==> src/core/quad_wiper_consts.vh <==
// Constants for the quad wiper serial register block
`ifndef QUAD_WIPER_CONSTS_VH
`define QUAD_WIPER_CONSTS_VH

// Geometry
`define WIPER_COUNT 4
`define SETTINGS_PER_WIPER 4
`define POS_WIDTH 6
`define TAP_COUNT 64
`define POS_MAX 6'h3F
`define POS_MIN 6'h00
`define SETTING_RESET 6'h00

// First byte fields
`define ID_TYPE_HI 7
`define ID_TYPE_LO 4
`define ID_TYPE_DEFAULT 4'hA
`define ID_ZERO_FIELD 2'h0

// Instruction byte fields
`define OP_HI 7
`define OP_LO 4
`define REG_HI 3
`define REG_LO 2
`define WIPER_HI 1
`define WIPER_LO 0

// Instruction codes
`define OP_READ_POS 4'h9
`define OP_WRITE_POS 4'hA
`define OP_READ_SETTING 4'hB
`define OP_WRITE_SETTING 4'hC
`define OP_XFR_SET_TO_POS 4'hD
`define OP_XFR_POS_TO_SET 4'hE
`define OP_GXFR_SET_TO_POS 4'h1
`define OP_GXFR_POS_TO_SET 4'h8
`define OP_INC_DEC 4'h2
`define OP_READ_STATUS 4'h5

// Nonvolatile write time
`define CLOCK_KHZ 25000
`define NV_WRITE_MS 10
`define NV_WRITE_CYCLES (`NV_WRITE_MS * `CLOCK_KHZ)
`define NV_COUNT_WIDTH 18

`endif

==> src/core/dummy_unused_placeholder_none.v <==
// (intentionally no content beyond this line)

==> src/core/quad_wiper_register_serial_ctrl.v <==
// Serial command logic, position and setting registers for four wipers
`include "quad_wiper_consts.vh"

module quad_wiper_register_serial_ctrl #(
    parameter [3:0] DEVICE_TYPE = `ID_TYPE_DEFAULT, // Arbitrary type code
    parameter NV_WRITE_CYCLES = `NV_WRITE_CYCLES
) (
    input wire clock,
    input wire srst,
    input wire clkEn,
    input wire chipSelectN,
    input wire serialClock,
    input wire serialIn,
    input wire pauseN,
    input wire writeProtectN,
    input wire [1:0] bus_select_pins,
    output wire serialOut,
    output wire serialOutEn,
    output wire nv_write_pending,
    output wire [`TAP_COUNT-1:0] tapSelect0,
    output wire [`TAP_COUNT-1:0] tapSelect1,
    output wire [`TAP_COUNT-1:0] tapSelect2,
    output wire [`TAP_COUNT-1:0] tapSelect3
);
    // Serial sequence states
    localparam [2:0] ST_IDLE = 3'h0;
    localparam [2:0] ST_ID = 3'h1;
    localparam [2:0] ST_INSTR = 3'h2;
    localparam [2:0] ST_DATA = 3'h3;
    localparam [2:0] ST_READ = 3'h4;
    localparam [2:0] ST_INCDEC = 3'h5;
    localparam [2:0] ST_SKIP = 3'h6;

    // Pin synchronisers: two stages, then an edge history flop
    reg [6:0] pinMeta;
    reg [6:0] pinSync;
    reg csPrev;
    reg sckPrev;

    wire csS = pinSync[0];
    wire sckS = pinSync[1];
    wire siS = pinSync[2];
    wire holdS = pinSync[3];
    wire wpS = pinSync[4];
    wire [1:0] busS = pinSync[6:5];

    wire csFall = csPrev & ~csS;
    wire csRise = ~csPrev & csS;
    wire sckRise = ~sckPrev & sckS;
    wire sckFall = sckPrev & ~sckS;

    // Sequence state
    reg [2:0] state;
    reg [2:0] bitCount;
    reg [6:0] shiftIn;
    reg [7:0] shiftOut;
    reg [3:0] cmdOp;
    reg [1:0] cmdReg;
    reg [1:0] cmdWiper;
    reg soData;
    reg soEnable;

    // Volatile positions and stored settings
    reg [`POS_WIDTH-1:0] wiper_position_reg [0:`WIPER_COUNT-1];
    reg [`POS_WIDTH-1:0] storedSetting [0:`WIPER_COUNT*`SETTINGS_PER_WIPER-1];
    reg recallPending;

    // Queued stored write, committed after the write time
    reg writeReady;
    reg [3:0] pendMask;
    reg [1:0] pendReg;
    reg [`WIPER_COUNT*`POS_WIDTH-1:0] pendData;
    reg nvBusy;
    reg [`NV_COUNT_WIDTH-1:0] nvCount;

    // Byte completed by the current rising edge
    wire [7:0] byteIn = {shiftIn, siS};
    wire byteDone = sckRise && (bitCount == 3'h7);
    wire [3:0] inOp = byteIn[`OP_HI:`OP_LO];
    wire [1:0] inReg = byteIn[`REG_HI:`REG_LO];
    wire [1:0] inWiper = byteIn[`WIPER_HI:`WIPER_LO];
    wire [`POS_WIDTH-1:0] curPos = wiper_position_reg[cmdWiper];

    integer i;
    integer j;

    assign serialOut = soData;
    assign serialOutEn = soEnable;
    assign nv_write_pending = nvBusy;

    // Two flops before any logic reads the pins
    always @(posedge clock) begin
        if (srst) begin
            pinMeta <= 7'h19;
            pinSync <= 7'h19;
            csPrev <= 1'b1;
            sckPrev <= 1'b0;
        end else if (clkEn) begin
            pinMeta <= {bus_select_pins, writeProtectN, pauseN, serialIn,
                        serialClock, chipSelectN};
            pinSync <= pinMeta;
            csPrev <= pinSync[0];
            sckPrev <= pinSync[1];
        end
    end

    // Nonvolatile write timer and commit
    always @(posedge clock) begin
        if (srst) begin
            nvBusy <= 1'b0;
            nvCount <= {`NV_COUNT_WIDTH{1'b0}};
        end else if (clkEn) begin
            if (nvBusy) begin
                if (nvCount == NV_WRITE_CYCLES - 1) begin
                    nvBusy <= 1'b0;
                end
                nvCount <= nvCount + 1'b1;
            end else if (csRise && writeReady && wpS) begin
                nvBusy <= 1'b1;
                nvCount <= {`NV_COUNT_WIDTH{1'b0}};
            end
        end
    end

    // Stored settings: reset to blank, written when the timer ends
    always @(posedge clock) begin
        if (srst) begin
            for (j = 0; j < `WIPER_COUNT*`SETTINGS_PER_WIPER; j = j + 1) begin
                storedSetting[j] <= `SETTING_RESET;
            end
        end else if (clkEn) begin
            if (nvBusy && nvCount == NV_WRITE_CYCLES - 1) begin
                for (j = 0; j < `WIPER_COUNT; j = j + 1) begin
                    if (pendMask[j]) begin
                        storedSetting[{j[1:0], pendReg}] <= pendData[j*6 +: 6];
                    end
                end
            end
        end
    end

    // Serial sequence, positions and queued writes
    always @(posedge clock) begin
        if (srst) begin
            state <= ST_IDLE;
            bitCount <= 3'h0;
            shiftIn <= 7'h00;
            shiftOut <= 8'h00;
            cmdOp <= 4'h0;
            cmdReg <= 2'h0;
            cmdWiper <= 2'h0;
            soData <= 1'b0;
            soEnable <= 1'b0;
            writeReady <= 1'b0;
            pendMask <= 4'h0;
            pendReg <= 2'h0;
            pendData <= 24'h000000;
            recallPending <= 1'b1;
            for (i = 0; i < `WIPER_COUNT; i = i + 1) begin
                wiper_position_reg[i] <= `POS_MIN;
            end
        end else if (clkEn) begin
            // Power-up recall from the first stored setting
            if (recallPending) begin
                recallPending <= 1'b0;
                for (i = 0; i < `WIPER_COUNT; i = i + 1) begin
                    wiper_position_reg[i] <= storedSetting[{i[1:0], 2'h0}];
                end
            end

            if (csS) begin
                // Deselected: release output, drop partial commands
                state <= ST_IDLE;
                soEnable <= 1'b0;
                writeReady <= 1'b0;
            end else if (csFall) begin
                state <= ST_ID;
                bitCount <= 3'h0;
                writeReady <= 1'b0;
            end else if (holdS) begin
                // Input capture on rising serial clock
                if (sckRise) begin
                    shiftIn <= byteIn[6:0];
                    bitCount <= bitCount + 1'b1;
                end

                if (byteDone && state == ST_ID) begin
                    if (byteIn[1:0] == busS && byteIn[3:2] == `ID_ZERO_FIELD &&
                        byteIn[`ID_TYPE_HI:`ID_TYPE_LO] == DEVICE_TYPE) begin
                        state <= ST_INSTR;
                    end else begin
                        state <= ST_SKIP;
                    end
                end else if (byteDone && state == ST_INSTR) begin
                    cmdOp <= inOp;
                    cmdReg <= inReg;
                    cmdWiper <= inWiper;
                    state <= ST_SKIP;
                    if (nvBusy && inOp != `OP_READ_STATUS) begin
                        state <= ST_SKIP;
                    end else if (inOp == `OP_READ_POS) begin
                        shiftOut <= {2'h0, wiper_position_reg[inWiper]};
                        state <= ST_READ;
                    end else if (inOp == `OP_READ_SETTING) begin
                        shiftOut <= {2'h0, storedSetting[{inWiper, inReg}]};
                        state <= ST_READ;
                    end else if (inOp == `OP_READ_STATUS) begin
                        shiftOut <= {7'h00, nvBusy};
                        state <= ST_READ;
                    end else if (inOp == `OP_WRITE_POS || inOp == `OP_WRITE_SETTING) begin
                        state <= ST_DATA;
                    end else if (inOp == `OP_XFR_SET_TO_POS) begin
                        wiper_position_reg[inWiper] <= storedSetting[{inWiper, inReg}];
                    end else if (inOp == `OP_GXFR_SET_TO_POS) begin
                        for (i = 0; i < `WIPER_COUNT; i = i + 1) begin
                            wiper_position_reg[i] <= storedSetting[{i[1:0], inReg}];
                        end
                    end else if (inOp == `OP_XFR_POS_TO_SET) begin
                        pendMask <= 4'h1 << inWiper;
                        pendReg <= inReg;
                        for (i = 0; i < `WIPER_COUNT; i = i + 1) begin
                            pendData[i*6 +: 6] <= wiper_position_reg[i];
                        end
                        writeReady <= 1'b1;
                    end else if (inOp == `OP_GXFR_POS_TO_SET) begin
                        pendMask <= 4'hF;
                        pendReg <= inReg;
                        for (i = 0; i < `WIPER_COUNT; i = i + 1) begin
                            pendData[i*6 +: 6] <= wiper_position_reg[i];
                        end
                        writeReady <= 1'b1;
                    end else if (inOp == `OP_INC_DEC) begin
                        state <= ST_INCDEC;
                    end
                end else if (byteDone && state == ST_DATA) begin
                    state <= ST_SKIP;
                    if (cmdOp == `OP_WRITE_POS) begin
                        wiper_position_reg[cmdWiper] <= byteIn[5:0];
                    end else begin
                        pendMask <= 4'h1 << cmdWiper;
                        pendReg <= cmdReg;
                        for (i = 0; i < `WIPER_COUNT; i = i + 1) begin
                            pendData[i*6 +: 6] <= byteIn[5:0];
                        end
                        writeReady <= 1'b1;
                    end
                end else if (sckRise && state == ST_INCDEC) begin
                    // One step per rising serial clock, clamped at the ends
                    if (siS && curPos != `POS_MAX) begin
                        wiper_position_reg[cmdWiper] <= curPos + 1'b1;
                    end else if (!siS && curPos != `POS_MIN) begin
                        wiper_position_reg[cmdWiper] <= curPos - 1'b1;
                    end
                end

                // Read data leaves on falling serial clock, MSB first
                if (sckFall && state == ST_READ) begin
                    soData <= shiftOut[7];
                    shiftOut <= {shiftOut[6:0], 1'b0};
                    soEnable <= 1'b1;
                end
            end
        end
    end

    // One registered tap decoder per wiper
    wire [`WIPER_COUNT*`TAP_COUNT-1:0] tapAll;
    genvar g;
    generate
        for (g = 0; g < `WIPER_COUNT; g = g + 1) begin : decode
            tap_decoder #(
                .POS_WIDTH(`POS_WIDTH),
                .TAPS(`TAP_COUNT)
            ) u_dec (
                .clock(clock),
                .srst(srst),
                .clkEn(clkEn),
                .position(wiper_position_reg[g]),
                .taps(tapAll[g*`TAP_COUNT +: `TAP_COUNT])
            );
        end
    endgenerate

    // Tap enables straight from decoder flops
    assign tapSelect0 = tapAll[0*`TAP_COUNT +: `TAP_COUNT];
    assign tapSelect1 = tapAll[1*`TAP_COUNT +: `TAP_COUNT];
    assign tapSelect2 = tapAll[2*`TAP_COUNT +: `TAP_COUNT];
    assign tapSelect3 = tapAll[3*`TAP_COUNT +: `TAP_COUNT];
endmodule

==> src/core/tap_decoder.v <==
// Registered one-hot decoder from wiper position to tap switch enables
`include "quad_wiper_consts.vh"

module tap_decoder #(
    parameter POS_WIDTH = `POS_WIDTH,
    parameter TAPS = `TAP_COUNT
) (
    input wire clock,
    input wire srst,
    input wire clkEn,
    input wire [POS_WIDTH-1:0] position,
    output reg [TAPS-1:0] taps
);
    integer k;

    // Exactly one enable follows the position
    always @(posedge clock) begin
        if (srst) begin
            taps <= {{(TAPS-1){1'b0}}, 1'b1};
        end else if (clkEn) begin
            for (k = 0; k < TAPS; k = k + 1) begin
                taps[k] <= (position == k[POS_WIDTH-1:0]);
            end
        end
    end
endmodule

==> config.mk <==
export PLATFORM = sky130hd
export DESIGN_NAME = quad_wiper_register_serial_ctrl
export DESIGN_NICKNAME = d
export VERILOG_FILES = /design/src/core/dummy_unused_placeholder_none.v /design/src/core/quad_wiper_register_serial_ctrl.v /design/src/core/tap_decoder.v
export VERILOG_INCLUDE_DIRS = /design/src /design/src/core
export SDC_FILE = /design/constraint.sdc
export NUM_CORES = 1
export LEC_CHECK = 0
export BUFFER_PORTS_ARGS = -buffer_cell sky130_fd_sc_hd__buf_2
export CAP_MARGIN = 20
export CORE_MARGIN = 3
export CORE_UTILIZATION = 58
export DETAILED_ROUTE_END_ITERATION = 6
export PLACE_DENSITY_LB_ADDON = 0.15
export SYNTH_ARGS = -nofsm -noshare
export SYNTH_HDL_FRONTEND = slang
export SYNTH_SLANG_ARGS = --single-unit
==> constraint.sdc <==
create_clock -name clock -period 3.1 [get_ports clock]
set_input_delay 0.31 -clock clock [delete_from_list [all_inputs] [get_ports clock]]
set_output_delay 0.31 -clock clock [all_outputs]
set_load 0.01 [all_outputs]
# [After elaboration in Yosys (flattened, before gate mapping)]
# Memories as Yosys holds them, arrays and structs flattened. A register that Yosys moved wholly into a read port is not among the register bits.
# Cells that the tools add are included.
[word_totals] memories=2 mem_bits_rw=120 elab_cells=606 in_bits=10 register_bits=354
[classes] n_mux=211 add_sub_neg=4 n_bitwise=20 n_reduce_logical=48 eq_ne=295 shift=2
[memory_table] memory="storedSetting" depth=16 word_bits=6 read_ports=9 rd_clocked_by_memory_dff=4 write_ports=16 line_no="quad_wiper_register_serial_ctrl.v:65" rtl="reg [`POS_WIDTH-1:0] storedSetting [0:`WIPER_COUNT*`SETTINGS_PER_WIPER-1];"
[memory_table] memory="wiper_position_reg" depth=4 word_bits=6 read_ports=6 rd_clocked_by_memory_dff=1 write_ports=5 line_no="quad_wiper_register_serial_ctrl.v:64" rtl="reg [`POS_WIDTH-1:0] wiper_position_reg [0:`WIPER_COUNT-1];"
[op_table] op="equality test 6 bit, second input constant" count=128
[op_table] op="equality test 6 x 5 -> 1 bit, second input constant" count=64
[op_table] op="two-way mux 24 bit" count=12
[op_table] op="equality test 6 x 4 -> 1 bit, second input constant" count=32
[op_table] op="two-way mux 1 bit" count=116
[op_table] op="equality test 6 x 3 -> 1 bit, second input constant" count=16
[op_table] op="two-way mux 4 bit" count=24
[op_table] op="two-way mux 6 bit" count=15
[op_table] op="two-way mux 8 bit" count=7
[op_table] op="equality test 6 x 2 -> 1 bit, second input constant" count=8
[op_table] op="two-way mux 3 bit" count=15
[op_table] op="two-way mux 2 bit" count=20
[op_table] op="two-way mux 18 bit" count=2
[op_table] op="equality test 4 bit, second input constant" count=8
[op_table] op="inequality test 4 bit, second input constant" count=8
[op_table] op="OR reduction 6 bit" count=5
[op_table] op="equality test 6 x 1 -> 1 bit, second input constant" count=4
[op_table] op="zero test 6 bit" count=4
[op_table] op="adder 18 x 1 -> 18 bit, second input constant" count=1
[op_table] op="equality test 18 bit, second input constant" count=1
[op_table] op="inequality test 2 bit, second input constant" count=9
[op_table] op="AND reduction 15 bit" count=1
[op_table] op="logical AND 1 bit" count=14
[op_table] op="nonzero test 2 bit" count=7
[op_table] op="34 further kinds" count=59

# [Logic depth before layout (Yosys ltp)]
[depth] depth_word=17 mapped_depth=12

# [By module]
# A second synthesis with hierarchy kept.
[unflattened] cells_unflattened=1708 hier_area_um2=20554.7
[by_module_without_submodules] module="quad_wiper_register_serial_ctrl" instances=1 cells_per_inst=1020 area_each_um2=11395.9 seq_area_each_um2=5645.4
[by_module_without_submodules] module="tap_decoder" instances=4 cells_per_inst=172 area_each_um2=2289.7 seq_area_each_um2=1281.2

# [Least setup slack after synthesis]
# Ideal clock, no wire load.
[synth_path] path_type="register -> register" start="memory wiper_position_reg[3][1] (netlist bit)" end="memory wiper_position_reg[1][0] (netlist bit), enable pin" setup_time_ps=291 path_stages_with_launch=11 arrival_time_ps=2474 period_less_slack_ps=2765 required_ps=2809 setup_slack_ps=335 path_cell_list="edfxtp_1 -> clkbuf_1 -> mux4_2 -> inv_1 -> ha_1 -> nor2b_1 -> nand3_2 -> a21o_4 -> a22o_1 -> buf_4 -> nand2b_1"
[synth_rtl] item="start, declared" line_no="quad_wiper_register_serial_ctrl.v:64"

==> run metrics <==
die height 193.3 um; Yosys warning total 0; main combinational cell family by area after synthesis simple AND/OR/NAND/NOR gates; Hold Startpoint clkEn; status finished, violations left; Synth Net Count around 2.0k; Crit Path Class flip-flop to flip-flop; diode count 0; Synth area leaders dfxtp_1, edfxtp_1, a22oi_1; Synth Area in Compound Gates about 17%; final hold violations 0; FMAX 343.8 MHz; Clock Sinks ~480; core area 34040 um2; Tcrit/Tclk final between 90% and 100%; Die Wd 193.3 um; wire length per cell 22.37 um; hold crit path type input port to flip-flop; Port-buffer cells 268; 1st-iter DRT viols 1841; Avg Inst Size Synth 10.14 um2; Reg clk slew, reported paths 60 ps; Synth Flop Type dfxtp_1; HPWL Detailed 43760 um; flop2flop setup slack 190 ps; Switching Power 3.050 mW; CTS Buf Count 48; final setup vio count 0; Max FO, Critical Path 12; Post-Synth Simple-Gate Area roughly 18%; worst-margin pin slew 1081 ps; Syn Inst Count 2007; CP required 3400 ps; Max VDD drop 455.0 uV; antenna violations before repair 0; max reg flops 256; largest net degree at the start of global routing 221; most frequent cell after synthesis nor2_1; share of layout cells above drive strength 1 23.11%; flops & latches, synth 478; hold endpoint shiftOut[0]; XOR/XNOR Fraction of Synth Area 0.7747%; Util after Layout 70.50%; max-capacitance violation count 0; synthesized cell area about 20000 um2; Detailed Route WL 61320 um; Comb pwr share 6.1%; First-pass DRT Iterations 7; clock power share 43.5%; WP data arrival 3210 ps; top flop regs decode.u_dec.taps (256), storedSetting (96); Final WS setup 191.5 ps; slew margin rel. 27.52%; first-pass GRT wire length 94570 um; Root Driver clkbuf_16; CTS tree done; crit start category flip-flop; Post-Place Setup Slack 116.0 ps; Pwr Total 13.15 mW; Pint 10.10 mW; total gr overflow 0; worst-case reg-to-reg path depth 10; synth cell count leaders nor2_1, dfxtp_1, a22oi_1; mux share of post-synthesis cell area under 10%; Switching Fraction 23.19%; Layout Skew 13.23 ps; Final Wtd Congestion 0.9557; Post-synth EDFFs 120; number of remaining DRC errors 1; Area growth syn-to-layout 17.92%; # IOs 269; top cell type's share of synthesized area 35.22%; antenna violation net count after detailed routing 0; failing checks design-rule violations; CTS max path bufs 3; adder-cell area share of the yosys netlist 0.3689%; reg2reg end wiper_position_reg[1][2]; Final Critical Period between 2000 and 3000 ps; post-synthesis async set-or-reset flop share 0%; Starting Density about 60%; Crit. End Element flip-flop; max-slew violations 0; layout net count 2272; power density cells 548.2 nW/um2; Cell variety after synth 70; row cnt 67; fillcell total 2598; clock latency on the worst-skew pair slightly below 600 ps; worst hold stages 3; sequential power share 50.3%; Vias/cell 6.258; Vias 17.15k; post-synth top area cell dfxtp_1; worst hold slack 219.6 ps; Leakage just over 9 nW; sequential-to-total area share from yosys stat 52.93%; setup TNS 0 ps; H-tree depth 2; via count of the first global-routing pass roughly 16k; die area 37370 um2; Overall Global Routing Usage 31.54%; largest reg by FF count decode.u_dec.taps
## metrics by stage
stage | instance area (um2) | cells
floorplan | 20350 | 2007
global placement | 22290 | 2640
detailed placement | 22300 | 2641
CTS | 23930 | 2736
global route | 24000 | 2741
finish | 24000 | 2741
## power by group through the flow
stage / logic [mW] / registers (mW) / clock network, mW
floorplan: 0.500 / 6.71 / 0
global placement: 0.766 / 6.74 / 0
detailed placement: 0.774 / 6.75 / 0
CTS: 0.786 / 6.61 / 5.79
global route: 0.863 / 6.63 / 6.05
finish: 0.808 / 6.62 / 5.73
## metal layers
metal | GRT usage [%] | wire length [um] | up-vias
li1 | - | - | 7812
met1 | 44.04 | 25410 | 8337
met2 | 49.24 | 28140 | 854
met3 | 5.653 | 5287 | 150
met4 | 12.64 | 2481 | 0
met5 | 0 | 0 | -
## what timing repair did
action / CTS / global route
gates resized for setup: 0 / 6
setup endpoints to repair: 0 / 16
buffers inserted: 0 / 1
hold endpoints to repair: 10 / 0
hold buffers: 8 / 0
## worst max-delay path by stage
stage                                to  cells past startpoint
6_report       wiper_position_reg[1][2]                     10
5_1_grt        wiper_position_reg[0][2]                     10
4_1_cts        wiper_position_reg[0][5]                     11
3_5_place_dp   wiper_position_reg[0][5]                     11
3_3_place_gp   wiper_position_reg[1][5]                     11
2_1_floorplan  wiper_position_reg[1][0]                     10
## layout by cell type, fill, tap and decap left out, types with 7 or more instances in the layout
cell type and instances:
inv_1 12, mux2i_1 20, o21ai_0 20, clkbuf_1 11
nor2b_1 16, clkbuf_8 7, clkinv_2 10, a22oi_1 268
clkbuf_16 49, a211oi_1 31, nand4_1 14, a21oi_1 77
and3_1 10, xor2_1 13, mux4_2 60, edfxtp_1 120
dfxtp_1 357, nand3_1 18, nand2b_1 30, buf_2 267
nor4_1 7, and2_1 106, buf_4 75, or2_2 16
nand2_1 74, nor2_1 414, nor3_1 33, a22o_1 13
a221oi_1 11, dlygate4sd3_1 8
## cell type report
type,instances,area (um2),share of cell area (%)
Sequential cell,478,10770,44.89
Clock buffer,68,1369,5.704
Timing Repair Buffer,358,2108,8.786
Clock inverter,19,177.7,0.7404
Tap cell,448,560.5,2.336
Inverter,13,56.30,0.2346
Multi-Input combinational cell,1357,8952,37.31
## worst max-delay path, stage by stage (launching register included)
cell	delay (ps)
dfxtp_1	400
mux4_2	590
inv_1	150
ha_1	170
nor2b_2	190
nand3_2	140
a21o_4	270
a22o_1	250
buf_4	180
a221oi_1	220
a21oi_1	70
## logic make-up (layout without fill, tap and decap cells)
family          Yosys count  after routing
compound gates          473            473
flops                   478            478
mux                      85             85
simple gates            775            775
xor+xnor                 18             18
buf+inv                 172            458
fa+ha+maj                 6              6
Note: power is estimated with default switching activity, not from simulation.
